### src/rtl/rsc_regs.svh
// Notes on behaviour
// Bus reset returns state machines to idle and registers to defaults.
// At reset release the 29 strap pins load four config registers; open pins read 1.
// Strap capture never changes pixel data output behaviour outside reset.
// Bits 1-0 select bus: 01 local bus, 10 PCI; 00 and 11 reserved.
// Bits 3-2 select page mode: 00 1-cycle EDO, 10 2-cycle EDO.
// Bits 7-5 give memory size: 000 4 MB, 100 2 MB, others reserved.
// Memory size field stays software writable after reset.
// Local bus: bit 4 enables ROM; bit 10 picks 64 KB (0) or 32 KB (1).
// Local bus: bit 8 low disables everything except ROM accesses.
// Bit 11 high uses internal clocks; low takes external clocks, test only.
// Local bus: bit 12 enables palette write snooping responses.
// Bits 17-16 set CAS/OE adjust: 6.5, 5, 3.5 ns or none.
// Bit 18 sets RAS low 4.5/3.5 clocks; bit 19 precharge 3.5/2.5.
// Bit 25 places serial port at I/O E8H (0) or E2H (1).
// Bit 26 high decodes serial port only at memory offset FF20H.
// Bits 15-13 are a firmware field; bit 24 must be strapped 0.
// Bits 28-27 set write-enable delay of 3, 2, 1 or 0 units.
// Reset must be held active at least 1000 ns by the driver.
// Captured values hold until next reset release or a software write; reset assertion already loads the defaults here.
`ifndef RSC_REGS_SVH
`define RSC_REGS_SVH

`define RSC_OFF_BUSMEM 8'h00
`define RSC_OFF_ROMCLK 8'h04
`define RSC_OFF_DRAM 8'h08
`define RSC_OFF_SERIAL 8'h0C
`define RSC_OFF_STATUS 8'h10

`define RSC_STRAP_IDLE 29'h1FFFFFFF
`define RSC_RST_CFG 8'hFF
`define RSC_RST_SERIAL 8'h1F
`define RSC_WMASK_BUSMEM 8'hFF
`define RSC_WMASK_ROMCLK 8'hE0
`define RSC_WMASK_DRAM 8'h0F
`define RSC_WMASK_SERIAL 8'h1E

`define RSC_ST_DONE 0
`define RSC_ST_B24 1
`define RSC_ST_BUSRES 2

`define RSC_BUS_VL 2'h1
`define RSC_BUS_PCI 2'h2
`define RSC_PAGE_2CYC 2'h2
`define RSC_MEM_4MB 3'h0
`define RSC_MEM_2MB 3'h4
`define RSC_B_ROM_EN 4
`define RSC_B_DEV_EN 0
`define RSC_B_ROM_32K 2
`define RSC_B_CLK_INT 3
`define RSC_B_SNOOP 4
`define RSC_B_RAS_LOW 2
`define RSC_B_RAS_PRE 3
`define RSC_B_RSVD0 0
`define RSC_B_IO_E2 1
`define RSC_B_MMIO 2

`define RSC_CAS_00 7'h41
`define RSC_CAS_01 7'h32
`define RSC_CAS_10 7'h23
`define RSC_CAS_11 7'h00
`define RSC_RAS_HALF_9 4'h9
`define RSC_RAS_HALF_7 4'h7
`define RSC_RAS_HALF_5 4'h5
`define RSC_SER_IO_E8 20'h000E8
`define RSC_SER_IO_E2 20'h000E2
`define RSC_SER_MMIO 16'hFF20

`define RSC_CLK_PERIOD_PS 5000
`define RSC_RST_MIN_NS 1000
`define RSC_RST_MIN_CYC ((`RSC_RST_MIN_NS * 1000 + `RSC_CLK_PERIOD_PS - 1) / `RSC_CLK_PERIOD_PS)

`endif

### src/rtl/rsc_pkg.sv
package rsc_pkg;

	typedef enum logic [1:0] {
		RSC_CAP_ARM0 = 2'b00,
		RSC_CAP_ARM1 = 2'b01,
		RSC_CAP_SETTLE = 2'b10,
		RSC_CAP_LOADED = 2'b11
	} rsc_cap_e;

	typedef logic [7:0] rsc_byte_t;

	typedef struct packed {
		rsc_cap_e cap;
		logic [28:0] sync1;
		logic [28:0] sync2;
		rsc_byte_t busmem;
		rsc_byte_t romclk;
		rsc_byte_t dram;
		rsc_byte_t serial;
		logic [31:0] rdata;
		logic err;
		logic [28:0] pd_out;
		logic pd_oe;
	} rsc_state_s;

endpackage

### src/rtl/rsc_cfg_if.sv
`timescale 1ns/1ps
interface rsc_cfg_if;
	logic clk;
	logic rst_n;
	rsc_pkg::rsc_byte_t busmem;
	rsc_pkg::rsc_byte_t romclk;
	rsc_pkg::rsc_byte_t dram;
	rsc_pkg::rsc_byte_t serial;
	logic bus_is_vl;
	logic bus_is_pci;
	logic edo_two_cycle;
	logic mem_size_4mb;
	logic mem_size_2mb;
	logic rom_access_en;
	logic rom_size_32k;
	logic dev_full_en;
	logic clk_internal_sel;
	logic dac_snoop_en;
	logic [6:0] cas_oe_adj_tenth_ns;
	logic [3:0] ras_low_half_mclk;
	logic [3:0] ras_pre_half_mclk;
	logic [19:0] serial_io_addr;
	logic serial_io_decode_en;
	logic serial_mmio_en;
	logic [15:0] serial_mmio_offset;
	logic [1:0] we_delay_units;
	logic [2:0] bios_scratch;

	modport src (output clk, rst_n, busmem, romclk, dram, serial,
		input bus_is_vl, bus_is_pci, edo_two_cycle, mem_size_4mb, mem_size_2mb,
		rom_access_en, rom_size_32k, dev_full_en, clk_internal_sel, dac_snoop_en,
		cas_oe_adj_tenth_ns, ras_low_half_mclk, ras_pre_half_mclk, serial_io_addr,
		serial_io_decode_en, serial_mmio_en, serial_mmio_offset, we_delay_units,
		bios_scratch);
	modport dec (input clk, rst_n, busmem, romclk, dram, serial,
		output bus_is_vl, bus_is_pci, edo_two_cycle, mem_size_4mb, mem_size_2mb,
		rom_access_en, rom_size_32k, dev_full_en, clk_internal_sel, dac_snoop_en,
		cas_oe_adj_tenth_ns, ras_low_half_mclk, ras_pre_half_mclk, serial_io_addr,
		serial_io_decode_en, serial_mmio_en, serial_mmio_offset, we_delay_units,
		bios_scratch);
endinterface

### src/rtl/rsc_strap_decode.sv
`timescale 1ns/1ps
`include "rsc_regs.svh"
module rsc_strap_decode (
	// captured configuration in, decoded controls out
	rsc_cfg_if.dec cfg
);
	logic vl;

	assign vl = (cfg.busmem[1:0] == `RSC_BUS_VL);
	assign cfg.bus_is_vl = vl;
	assign cfg.bus_is_pci = (cfg.busmem[1:0] == `RSC_BUS_PCI);
	assign cfg.edo_two_cycle = (cfg.busmem[3:2] == `RSC_PAGE_2CYC);
	assign cfg.mem_size_4mb = (cfg.busmem[7:5] == `RSC_MEM_4MB);
	assign cfg.mem_size_2mb = (cfg.busmem[7:5] == `RSC_MEM_2MB);
	// rom and enable straps only mean something on the local bus
	assign cfg.rom_access_en = !vl || cfg.busmem[`RSC_B_ROM_EN];
	assign cfg.rom_size_32k = vl && cfg.romclk[`RSC_B_ROM_32K];
	assign cfg.dev_full_en = !vl || cfg.romclk[`RSC_B_DEV_EN];
	assign cfg.clk_internal_sel = cfg.romclk[`RSC_B_CLK_INT];
	assign cfg.dac_snoop_en = vl && cfg.romclk[`RSC_B_SNOOP];
	assign cfg.bios_scratch = cfg.romclk[7:5];
	always_comb begin
		case (cfg.dram[1:0])
			2'h0: cfg.cas_oe_adj_tenth_ns = `RSC_CAS_00;
			2'h1: cfg.cas_oe_adj_tenth_ns = `RSC_CAS_01;
			2'h2: cfg.cas_oe_adj_tenth_ns = `RSC_CAS_10;
			default: cfg.cas_oe_adj_tenth_ns = `RSC_CAS_11;
		endcase
	end
	assign cfg.ras_low_half_mclk = cfg.dram[`RSC_B_RAS_LOW] ? `RSC_RAS_HALF_7 : `RSC_RAS_HALF_9;
	assign cfg.ras_pre_half_mclk = cfg.dram[`RSC_B_RAS_PRE] ? `RSC_RAS_HALF_5 : `RSC_RAS_HALF_7;
	assign cfg.serial_io_addr = cfg.serial[`RSC_B_IO_E2] ? `RSC_SER_IO_E2 : `RSC_SER_IO_E8;
	assign cfg.serial_io_decode_en = !cfg.serial[`RSC_B_MMIO];
	assign cfg.serial_mmio_en = cfg.serial[`RSC_B_MMIO];
	assign cfg.serial_mmio_offset = `RSC_SER_MMIO;
	// code 00 is the longest delay, so the unit count is the inverted code
	assign cfg.we_delay_units = ~cfg.serial[4:3];
endmodule

### src/rtl/rsc_strap_top.sv
// The register addresses and the APB register port were chosen for this implementation.
`timescale 1ns/1ps
`include "rsc_regs.svh"
module rsc_strap_top (
	// clock and bus reset
	input wire logic pclk,
	input wire logic presetn,
	// apb slave
	input wire logic psel,
	input wire logic penable,
	input wire logic pwrite,
	input wire logic [7:0] paddr,
	input wire logic [31:0] pwdata,
	output logic [31:0] prdata,
	output logic pready,
	output logic pslverr,
	// shared pixel data pins
	input wire logic [28:0] strap_pixel_pins_in,
	output logic [28:0] strap_pixel_pins_out,
	output logic strap_pixel_pins_oe,
	// pixel logic that owns the pins
	input wire logic [28:0] pix_out_data,
	input wire logic pix_out_en,
	// decoded configuration
	output logic bus_is_vl,
	output logic bus_is_pci,
	output logic edo_two_cycle,
	output logic mem_size_4mb,
	output logic mem_size_2mb,
	output logic rom_access_en,
	output logic rom_size_32k,
	output logic dev_full_en,
	output logic clk_internal_sel,
	output logic dac_snoop_en,
	output logic [6:0] cas_oe_adj_tenth_ns,
	output logic [3:0] ras_low_half_mclk,
	output logic [3:0] ras_pre_half_mclk,
	output logic [19:0] serial_io_addr,
	output logic serial_io_decode_en,
	output logic serial_mmio_en,
	output logic [15:0] serial_mmio_offset,
	output logic [1:0] we_delay_units,
	output logic [2:0] bios_scratch,
	output logic strap_done
);
	rsc_pkg::rsc_state_s st_reg;
	rsc_pkg::rsc_state_s st_next;
	logic setup;
	logic wr;
	rsc_cfg_if cfg();

	function automatic logic addr_ok(input logic [7:0] a);
		addr_ok = (a == `RSC_OFF_BUSMEM) || (a == `RSC_OFF_ROMCLK) ||
			(a == `RSC_OFF_DRAM) || (a == `RSC_OFF_SERIAL) ||
			(a == `RSC_OFF_STATUS);
	endfunction

	// only the masked bits take the written value
	function automatic logic [7:0] merge(input logic [7:0] old, input logic [7:0] nw,
		input logic [7:0] mask);
		merge = (old & ~mask) | (nw & mask);
	endfunction

	function automatic logic [31:0] rd_word(input logic [7:0] a,
		input rsc_pkg::rsc_state_s s);
		logic [31:0] w;
		w = 32'h00000000;
		case (a)
			`RSC_OFF_BUSMEM: w[7:0] = s.busmem;
			`RSC_OFF_ROMCLK: w[7:0] = s.romclk;
			`RSC_OFF_DRAM: w[7:0] = s.dram;
			`RSC_OFF_SERIAL: w[7:0] = s.serial;
			`RSC_OFF_STATUS: begin
				w[`RSC_ST_DONE] = (s.cap == rsc_pkg::RSC_CAP_LOADED);
				w[`RSC_ST_B24] = s.serial[`RSC_B_RSVD0];
				w[`RSC_ST_BUSRES] = (s.busmem[1:0] != `RSC_BUS_VL) &&
					(s.busmem[1:0] != `RSC_BUS_PCI);
			end
			default: w = 32'h00000000;
		endcase
		rd_word = w;
	endfunction

	assign setup = psel && !penable;
	assign wr = psel && penable && pwrite && addr_ok(paddr);

	always_comb begin
		st_next = st_reg;
		// pin straps cross into the clock domain through two flops
		st_next.sync1 = strap_pixel_pins_in;
		st_next.sync2 = st_reg.sync1;
		// pixel path passes through one register stage; strap logic never gates it
		st_next.pd_out = pix_out_data;
		st_next.pd_oe = pix_out_en;
		if (setup) begin
			st_next.rdata = rd_word(paddr, st_reg);
			st_next.err = !addr_ok(paddr);
		end
		if (wr) begin
			case (paddr)
				`RSC_OFF_BUSMEM: st_next.busmem = merge(st_reg.busmem, pwdata[7:0],
					`RSC_WMASK_BUSMEM);
				`RSC_OFF_ROMCLK: st_next.romclk = merge(st_reg.romclk, pwdata[7:0],
					`RSC_WMASK_ROMCLK);
				`RSC_OFF_DRAM: st_next.dram = merge(st_reg.dram, pwdata[7:0],
					`RSC_WMASK_DRAM);
				`RSC_OFF_SERIAL: st_next.serial = merge(st_reg.serial, pwdata[7:0],
					`RSC_WMASK_SERIAL);
				default: st_next.busmem = st_reg.busmem;
			endcase
		end
		case (st_reg.cap)
			rsc_pkg::RSC_CAP_ARM0: st_next.cap = rsc_pkg::RSC_CAP_ARM1;
			rsc_pkg::RSC_CAP_ARM1: st_next.cap = rsc_pkg::RSC_CAP_SETTLE;
			rsc_pkg::RSC_CAP_SETTLE: begin
				// capture wins over a software write in the same cycle
				st_next.busmem = st_reg.sync2[7:0];
				st_next.romclk = st_reg.sync2[15:8];
				st_next.dram = st_reg.sync2[23:16];
				st_next.serial = {3'h0, st_reg.sync2[28:24]};
				st_next.cap = rsc_pkg::RSC_CAP_LOADED;
			end
			// loaded: only software writes change the registers
			rsc_pkg::RSC_CAP_LOADED: st_next.cap = rsc_pkg::RSC_CAP_LOADED;
			default: st_next.cap = rsc_pkg::RSC_CAP_ARM0;
		endcase
	end

	always_ff @(posedge pclk or negedge presetn) begin
		if (!presetn) begin
			st_reg.cap <= rsc_pkg::RSC_CAP_ARM0;
			st_reg.sync1 <= `RSC_STRAP_IDLE;
			st_reg.sync2 <= `RSC_STRAP_IDLE;
			st_reg.busmem <= `RSC_RST_CFG;
			st_reg.romclk <= `RSC_RST_CFG;
			st_reg.dram <= `RSC_RST_CFG;
			st_reg.serial <= `RSC_RST_SERIAL;
			st_reg.rdata <= 32'h00000000;
			st_reg.err <= 1'b0;
			st_reg.pd_out <= 29'h00000000;
			st_reg.pd_oe <= 1'b0;
		end else begin
			st_reg <= st_next;
		end
	end

	// single-cycle access phase: no wait states
	assign pready = penable;
	assign prdata = st_reg.rdata;
	assign pslverr = psel && penable && st_reg.err;
	assign strap_pixel_pins_out = st_reg.pd_out;
	assign strap_pixel_pins_oe = st_reg.pd_oe;
	assign strap_done = (st_reg.cap == rsc_pkg::RSC_CAP_LOADED);

	assign cfg.clk = pclk;
	assign cfg.rst_n = presetn;
	assign cfg.busmem = st_reg.busmem;
	assign cfg.romclk = st_reg.romclk;
	assign cfg.dram = st_reg.dram;
	assign cfg.serial = st_reg.serial;

	rsc_strap_decode u_decode (
		.cfg(cfg.dec)
	);

	assign bus_is_vl = cfg.bus_is_vl;
	assign bus_is_pci = cfg.bus_is_pci;
	assign edo_two_cycle = cfg.edo_two_cycle;
	assign mem_size_4mb = cfg.mem_size_4mb;
	assign mem_size_2mb = cfg.mem_size_2mb;
	assign rom_access_en = cfg.rom_access_en;
	assign rom_size_32k = cfg.rom_size_32k;
	assign dev_full_en = cfg.dev_full_en;
	assign clk_internal_sel = cfg.clk_internal_sel;
	assign dac_snoop_en = cfg.dac_snoop_en;
	assign cas_oe_adj_tenth_ns = cfg.cas_oe_adj_tenth_ns;
	assign ras_low_half_mclk = cfg.ras_low_half_mclk;
	assign ras_pre_half_mclk = cfg.ras_pre_half_mclk;
	assign serial_io_addr = cfg.serial_io_addr;
	assign serial_io_decode_en = cfg.serial_io_decode_en;
	assign serial_mmio_en = cfg.serial_mmio_en;
	assign serial_mmio_offset = cfg.serial_mmio_offset;
	assign we_delay_units = cfg.we_delay_units;
	assign bios_scratch = cfg.bios_scratch;

	// helper for the checks below
	logic seen_clk;
	always_ff @(posedge pclk or negedge presetn) begin
		if (!presetn) begin
			seen_clk <= 1'b0;
		end else begin
			seen_clk <= 1'b1;
		end
	end
endmodule

### config.mk
export PLATFORM = sky130hd
export DESIGN_NAME = rsc_strap_top
export DESIGN_NICKNAME = d
export VERILOG_FILES = /design/src/rtl/rsc_pkg.sv /design/src/rtl/rsc_cfg_if.sv /design/src/rtl/rsc_strap_decode.sv /design/src/rtl/rsc_strap_top.sv
export VERILOG_INCLUDE_DIRS = /design/src /design/src/rtl
export SDC_FILE = /design/constraint.sdc
export NUM_CORES = 1
export LEC_CHECK = 0
export ABC_CLOCK_PERIOD_IN_PS = 3350
export BUFFER_PORTS_ARGS = -buffer_cell sky130_fd_sc_hd__buf_2
export CAP_MARGIN = 20
export CORE_MARGIN = 5
export CORE_UTILIZATION = 45
export DETAILED_ROUTE_END_ITERATION = 7
export GPL_TIMING_DRIVEN = 0
export PLACE_DENSITY = 0.77
export RECOVER_POWER = 100
export SYNTH_ARGS = -nofsm -noshare
export SYNTH_HDL_FRONTEND = slang
export SYNTH_HIERARCHICAL = 1
export SYNTH_SLANG_ARGS = --single-unit
### constraint.sdc
create_clock -name pclk -period 3.35 [get_ports pclk]
set_input_delay 0.1675 -clock pclk [delete_from_list [all_inputs] [get_ports pclk]]
set_output_delay 0.1675 -clock pclk [all_outputs]
set_load 0.01 [all_outputs]
Word-level counts from Yosys, hierarchy flattened
Cells that the tools add are included.

word-level totals
  register bits after elaboration = 131
  input bits = 104

cells by class
  eq/ne operators = 15
  reductions and logical operators = 32
  bitwise logic cells = 4
  muxes and demuxes = 13

operators with widths
  cell                                                             number
  32-bit two-way mux                                               2
  8-bit two-way mux                                                4
  7-bit case mux with 3 select lines                               1
  5-bit case mux with 4 select lines                               1
  8-bit by 4-bit == test with 1-bit output, second input constant  2
  3-bit case mux with 5 select lines                               1
  2-bit == test, second input constant                             5
  2-bit nonzero test                                               5
  8-bit by 3-bit == test with 1-bit output, second input constant  1
  8-bit by 5-bit == test with 1-bit output, second input constant  1
  1-bit logical AND                                                8
  8-bit logical NOT                                                1
  4-bit two-way mux                                                2
  5-bit by 8-bit OR with 8-bit output                              1
  8-bit by 4-bit OR with 8-bit output                              1
  8-bit by 5-bit OR with 8-bit output                              1
  2-bit AND reduction                                              4
  2-bit by 1-bit == test with 1-bit output, second input constant  3
  1-bit logical OR                                                 6
  2-bit case mux with 3 select lines                               1
  1-bit logical NOT                                                4
  2-bit logical NOT                                                2
  3-bit == test, second input constant                             1
  3-bit logical NOT                                                1
  5 further kinds                                                  5

Longest topological paths before layout
Gate-level depths: netlist (run 1).

  depth after elaboration = 8
  mapped depth = 6
  gate-level depth less buffers = 4

By module
The synthesis (run 1) kept the hierarchy.

by module, submodules not included
  module            cells an instance  area each (µm²)  instances
  rsc_strap_top     367                4822.1           1
  rsc_strap_decode  73                 536.8            1

Least setup slack after synthesis (run 1)
OpenSTA, ideal clock, no wires.

  path type = input -> register
  start = input port paddr[4]
  end = register, netlist name cfg.serial[1]
  buffers on the path = 2
  arrival time = 1.643 ns
  stages = 6
  required time = 3.265 ns
  path slack = 1.621 ns
  path through = buf_2 > or4_4 > or4_1 > buf_2 > nand3_1 > o211ai_2

between the ends
  cells in the longest elaborated chain, start to end = 8
  elaborated cells on any way between the ends = 13
  those cells by class = eq/ne: 4; reduce/logical: 9

RTL lines
  what                                                                                  RTL line             text
  from (decl)                                                                           rsc_strap_top.sv:12  input wire logic [7:0] paddr,
  8-bit by 3-bit == test with 1-bit output / 8-bit logical NOT (equally long branches)  n/a
  1-bit logical OR (4 in series)                                                        rsc_strap_top.sv:53  addr_ok = (a == `RSC_OFF_BUSMEM) || (a == `RSC_OFF_ROMCLK) ||
  1-bit logical AND                                                                     rsc_strap_top.sv:85  assign wr = psel && penable && pwrite && addr_ok(paddr);
  2-bit nonzero test (no line)                                                          n/a
  2-bit AND reduction (no line) *                                                       n/a

Every way passes the cells marked *; elsewhere a longest branch is shown, timed or not.
A chain may end at the register's enable or synchronous reset.

Worst setup path in the final report (run 1)
  start = register, netlist name cfg.busmem[0]
  end = output port rom_access_en

between the ends
  cells in the longest elaborated chain, start to end = 3

RTL lines
  what                                                RTL line                text
  2-bit by 1-bit == test with 1-bit output (no line)  n/a
  1-bit logical NOT                                   rsc_strap_decode.sv:16  assign cfg.rom_access_en = !vl || cfg.busmem[`RSC_B_ROM_EN];
  1-bit logical OR                                    rsc_strap_decode.sv:16
  to (decl)                                           rsc_strap_top.sv:30     output logic rom_access_en,

Every way passes these cells.

==> results.toml, run 1 <==
[outcome]
run_status = "completed"

[placed_design]
hpwl_um = 8980
numPortBuffers = 147
placed_cells_incl_taps = 792
gpl.final_weighted_congestion = 0.850

[clock_network]
clock_latency_ps = 410
clock_tree.root_cell = "clkbuf_16"
clock_tree_from_tritoncts = "built"
htree_levels = 4
cts_buf_count = 17
cts_setup_buffers = 0
clock_sink_count = 128
clkSlewWorstSetupHoldPaths_ps = 50
cts-root-to-sink-buffers = 2

[global_routing]
grt_antenna_before_repair = 0
aggregate_global_route_resource_usage_pct = 18.3
grt_remaining_overflow = 0
grt_max_degree = 107
first_global_vias = 4174
grt_first_pass_wirelength_um = 20600

[synth]
synthTopCellsByArea = "dfstp_2 (43%), dfrtp_1 (19%), buf_4 (16%)"
synth_area_leader_cell = "dfstp_2"
synthesis.area_mm2 = 0.00536
yosys.cell_count.top_type = "buf_4"
number_of_flops_mapped_to_enable_cells_by_yosys = 0
yosysUniqueCellTypes = 45
yosys_most_used_dff = "dfstp_2"
yosys.area.top_type_share_pct = 42.7
synth.avg_cell_area_um2 = 12.2
synth_seq_cells = 128
yosys_warnings = 6
proportion_of_register_bits_with_asynchronous_set_or_reset_after_synthesis_pct = 100
ys_top_cells_by_count = "buf_4 (111), dfstp_2 (87), nand2_1 (50)"
sequential_area_share_after_synthesis_pct = 61.8
syn-instance-count = 440

[sta]
finalSetupViolCount = 0
finalCriticalPeriod_ps = 1820
grt_setup_unrepaired = "no"
timing.final.crit_share_pct = 54.3
clock-skew-final_ps = 6.60
fin_setup_tns_ps = 0
hold_violations = 0
max-slew-margin-rel_pct = 11.9
tightest_slew_ps = 1320
clock.fmax_mhz = 549
timing.final.max_slew_violations = 0
fin_hold_ws_ps = 29.8

[floorplan]
ioPinCount = 237
floorplan.die_area_mm2 = 0.0142
initial_core_util_pct = 46.3
placeableCoreArea_mm2 = 0.0116
placementRows = 39
die_width_um = 119
die_height_um = 119

[power_and_ir_drop]
total_switching_power_mw = 0.858
p_int_mw = 2.97
irDropWorstVdd_v = 0.000340
clockPowerShare_pct = 45.0
leakagePower_nw = 3.63
pwr-share-comb_pct = 10.5
finalPower_mw = 3.82
share_seq_of_total_power_pct = 44.4
switching_share_pct = 22.4
power-per-cell-area_mw_per_mm2 = 503

[detailed_routing]
drt_wirelength_um = 12700
post_drt_wl_per_cell_um = 14.3
drc = 0
drt-pass1-iter-count = 4
number_of_drc_markers_in_iteration_0 = 181
routed_via_density = 4.33
antenna_left = 0
dr_total_vias = 3828

[setup_path]
cp_data_arrival_time_ps = 1650
crit-reg2reg-capture = "cfg.serial[3]$_DFFE_PN1P_"
reg2regPathDepth = 5
worst_setup_path_end_kind = "output port"
crit-reg2reg-launch = "st_reg[153]$_DFF_PN0_"
setup.worst_path.class = "reg2out"
start_kind = "flip-flop"
crit_path_top_delay_cell = "dfstp_1"
critPathMaxFanout = 9
critPathRequiredTime_ps = 3180
cp_cell_sequence = "or3b_1 > clkbuf_1"
slowest_delay_ps = 700
regToRegSetupSlack_ps = 1670

[job]
cap_viol_max_count = 0

[min_path]
hp-start = "pwdata[4]"
min_to = "cfg.serial[4]$_DFFE_PN1P_"
holdCritPathClass = "in2reg"
worst_hold_path_cells = 3

[cells_and_area]
n_antenna_cell = 0
sequential_cell_area_mm2 = 0.00331
final_cell_count_no_fill = 884
finish.net_count = 836
area_growth_syn_to_layout_pct = 41.9
layout.core_utilization_pct = 65.7
num-fill-cells = 912
multiInputGateArea_mm2 = 0.00135
max_ffs_per_register = 32
layout-drive-gt1-share_pct = 42.9
power groups by stage:
stage	logic (mW)	clock network [mW]	registers, mW
after global routing	0.444	1.83	1.71
after detailed placement	0.353	0	1.72
after CTS	0.409	1.75	1.70
after floorplan	0.213	0	1.71
final	0.403	1.72	1.70
after global placement	0.341	0	1.72
worst max-delay path: cells and delay by family, from the launching register on:
| family | cells | cell delay, ps |
|---|---|---|
| flops | 1 | 700 |
| simple gates | 1 | 390 |
| buf+inv | 1 | 160 |
cells by family after synthesis:
family	Yosys count	synth area share, %
multiplexers	21	4.55
buffers and inverters	131	17.0
AND/OR/NAND/NOR	113	10.4
other	3	0.210
adder cells (fa/ha/maj)	4	0.934
AO/OA/AOI/OAI	39	4.97
flip-flops	128	61.8
XOR/XNOR	1	0.163
metal layers:
metal | share of wire [%] | global-route usage (%) | wire length [µm] | vias up
met1 | 39 | 20.6 | 4950 | 1771
li1 | - | - | - | 1843
met4 | 2.3 | 6.66 | 285 | 0
met5 | 0 | 0 | 0 | -
met3 | 9.7 | 7.68 | 1230 | 21
met2 | 49 | 31.2 | 6190 | 193
layout by cell type, fill, tap and decap left out, drive strengths merged, types with 5 or more instances in the layout:
| master | n |
|---|---|
| nor2 | 21 |
| clkinv | 5 |
| nand3 | 11 |
| o211ai | 9 |
| dfrtp | 41 |
| nand2 | 50 |
| buf | 196 |
| conb | 64 |
| dfstp | 87 |
| nor2b | 6 |
| dlygate4sd3 | 60 |
| a21oi | 15 |
| clkbuf | 97 |
| o21ai | 6 |
| inv | 8 |
| mux2i | 15 |
final cells by class:
type                       count  share of cell area (%)
clock inverter                10                    1.12
clock buffer                  22                    6.37
multi-input combinational    242                    17.7
timing repair buffer         208                    16.9
sequential                   128                    43.6
inverter                       8                   0.395
buffer                       123                    11.6
tap                          143                    2.35
through the flow:
step	setup slack, ps	area [µm²]
after floorplan	1620	5590
after global placement	722	6500
after detailed placement	1430	6540
after CTS	1530	7710
after global routing	1390	7600
final	1530	7600
what timing repair did:
item,CTS,global route
hold buffers,60,0
resized for setup,0,0
endpoints found under the hold margin,81,0
worst max-delay path by stage:
stage / start / end / slack, ps / depth (start not counted)
global route: presetn / strap_pixel_pins_out[28]$_DFF_PN0_ / 1390 / 3
detailed placement: paddr[2] / cfg.busmem[5]$_DFFE_PN1P_ / 1430 / 5
floorplan: paddr[4] / cfg.serial[1]$_DFFE_PN1P_ / 1620 / 6
global placement: presetn / strap_pixel_pins_out[28]$_DFF_PN0_ / 720 / 1
finish: cfg.busmem[0]$_DFFE_PN1P_ / rom_access_en / 1530 / 2
CTS: cfg.dram[0]$_DFFE_PN1P_ / cas_oe_adj_tenth_ns[5] / 1530 / 4
No activity file was read; power rests on OpenSTA's default activity.
==> run 2: changes to the inputs <==
Settings changed: ABC_CLOCK_PERIOD_IN_PS 3350 to 1680.
Clock period 3.35 ns to 1.68 ns, I/O delays scaled along.
==> run 2 against run 1 <==
Die area did not move. Sequential power up 99%. Non-clock buffer count rose by 9. Clock skew barely moved. Combinational power increased by 110%. Clock power up 99%. Flip-flop and latch count is the same. Global-route usage increased by 0.17 points. Highest routed layer unchanged.
==> results.toml, run 2 (same netlist as run 1, synthesis figures left out) <==
[clock_network]
clock_tree_from_tritoncts = "built"
clkSlewWorstSetupHoldPaths_ps = 60
cts_buf_count = 17
clock_latency_ps = 400
clock_tree.root_cell = "clkbuf_16"
clock_sink_count = 128
cts-root-to-sink-buffers = 2
htree_levels = 4

[global_routing]
grt_first_pass_wirelength_um = 20800
grt_max_degree = 107
aggregate_global_route_resource_usage_pct = 18.5
grt_antenna_before_repair = 0
grt_remaining_overflow = 0
first_global_vias = 4215

[placed_design]
placed_cell_area_mm2 = 0.00654
placed_cells_incl_taps = 792
hpwl_um = 8980
numPortBuffers = 147
gpl.final_weighted_congestion = 0.850
pre_cts_ws_ps = -152

[detailed_routing]
drc = 0
antenna_left = 0
drt_wirelength_um = 12900
routed_via_density = 4.35
dr_total_vias = 3882
post_drt_wl_per_cell_um = 14.4
drt-pass1-iter-count = 4
number_of_drc_markers_in_iteration_0 = 180

[floorplan]
floorplan.die_area_mm2 = 0.0142
ioPinCount = 237
placementRows = 39
placeableCoreArea_mm2 = 0.0116
die_width_um = 119
initial_core_util_pct = 46.3
die_height_um = 119

[setup_path]
critPathRequiredTime_ps = 1600
crit_path_top_delay_cell = "dfstp_2"
critPathMaxFanout = 2
cp_data_arrival_time_ps = 1530
start_kind = "flip-flop"
cp_cell_sequence = "inv_2 > ha_1 > o21ba_2 > clkbuf_2"
worst_setup_path_end_kind = "output port"
slowest_delay_ps = 540
setup.worst_path.class = "reg2out"
critical_path.top_delay_family = "flip-flops"
timing.critical_path.buf_inv = 2

[cells_and_area]
max_ffs_per_register = 32
area_growth_syn_to_layout_pct = 44.1
final_cell_count_no_fill = 893
post_layout_inst_area_mm2 = 0.00772
layout.core_utilization_pct = 66.8
final_common_cell = "buf_4"
n_antenna_cell = 0
most-common-layout-cells = "buf_4 (109), buf_2 (89), dfstp_2 (72)"
finish.net_count = 845
layout-drive-gt1-share_pct = 45.1

[job]
cap_viol_max_count = 0

[power_and_ir_drop]
pwr-share-comb_pct = 10.9
clockPowerShare_pct = 44.8
p_int_mw = 5.93
switching_share_pct = 22.4
total_switching_power_mw = 1.71
power-per-cell-area_mw_per_mm2 = 990
leakagePower_nw = 3.71
share_seq_of_total_power_pct = 44.3
irDropWorstVdd_v = 0.000711

[sta]
timing.final.crit_share_pct = 96.0
hold_violations = 0
tightest_slew_ps = 896
fin_hold_ws_ps = 33.5
finalCriticalPeriod_ps = 1610
timing.final.max_slew_violations = 0
clock-skew-final_ps = 6.44
postLayoutSetupSlackWorst_ps = 67.3
grt_setup_unrepaired = "no"
max-slew-margin-rel_pct = 40.3
finalSetupViolCount = 0
clock.fmax_mhz = 620

[outcome]
run_status = "completed"

[min_path]
holdCritPathClass = "in2reg"
-- run 2: cell types whose count changed in the layout (fill, tap and decap cells not counted), moves of 2 or more --
cell | previous run | this run
clkbuf_2 | 0 | 12
dfstp_2 | 75 | 72
dfstp_1 | 12 | 15
buf_6 | 0 | 2
o211ai_1 | 9 | 5
clkbuf_4 | 4 | 6
o211ai_2 | 0 | 4
dlygate4sd3_1 | 60 | 65
clkbuf_1 | 72 | 58
buf_4 | 107 | 109
-- run 2: repair_timing --
| item | 4_1_cts | 5_1_grt |
|---|---|---|
| gates cloned | 0 | 0 |
| setup endpoints to repair | 2 | 31 |
| pin swaps | 0 | 0 |
| hold endpoints to repair | 122 | 0 |
| buffers inserted | 2 | 2 |
| gates resized for setup | 0 | 12 |
| hold buffers | 65 | 0 |
-- run 2: layer usage --
layer	up-vias	wire [µm]	GRT usage (%)
met5	-	0	0
met4	0	299	6.59
met3	25	1290	7.58
met2	209	6280	31.4
met1	1789	4990	21.0
li1	1859	-	-
-- run 2: final timing paths --
check                                        startpoint                                  to  slack (ps)  cells after the start
min in group asynchronous                       presetn  strap_pixel_pins_out[15]$_DFF_PN0_          90                      2
worst max-delay path            cfg.dram[0]$_DFFE_PN1P_              cas_oe_adj_tenth_ns[0]          70                      4
worst max register to register    st_reg[154]$_DFF_PN0_           cfg.romclk[0]$_DFFE_PN1P_         240                      5
max in group asynchronous                       presetn               prdata[4]$_DFFE_PN0P_         450                      3
worst min register to register   st_next[101]$_DFF_PN1_               st_reg[101]$_DFF_PN1_         350                      0
worst min-delay path                          pwdata[7]           cfg.busmem[7]$_DFFE_PN1P_          30                      3
-- run 2: through the flow --
step	setup TNS, ps	total power [mW]
after detailed placement	-1400	4.14
after floorplan	0	3.83
after CTS	0	7.71
final	0	7.64
after global routing	0	7.96
after global placement	-56760	4.11
-- run 2: power by group through the flow --
stage               combinational (mW)  clock [mW]  sequential (mW)
global route                     0.914        3.65             3.40
detailed placement               0.705           0             3.44
global placement                 0.679           0             3.43
finish                           0.830        3.43             3.39
CTS                              0.832        3.48             3.39
floorplan                        0.425           0             3.41
-- run 2: tightest hold or removal path, cell delays in order --
cell and delay [ps]:
buf_2 110, mux2i_1 140, a21oi_1 90
-- run 2: area by class of cell --
cell class | instances | area (µm²)
clock inverter | 10 | 85.1
buffer | 123 | 887
sequential | 128 | 3310
timing repair buffer | 217 | 1370
tap | 143 | 179
multi-input combinational | 242 | 1370
fill | 893 | 3840
clock buffer | 22 | 484
inverter | 8 | 30.0
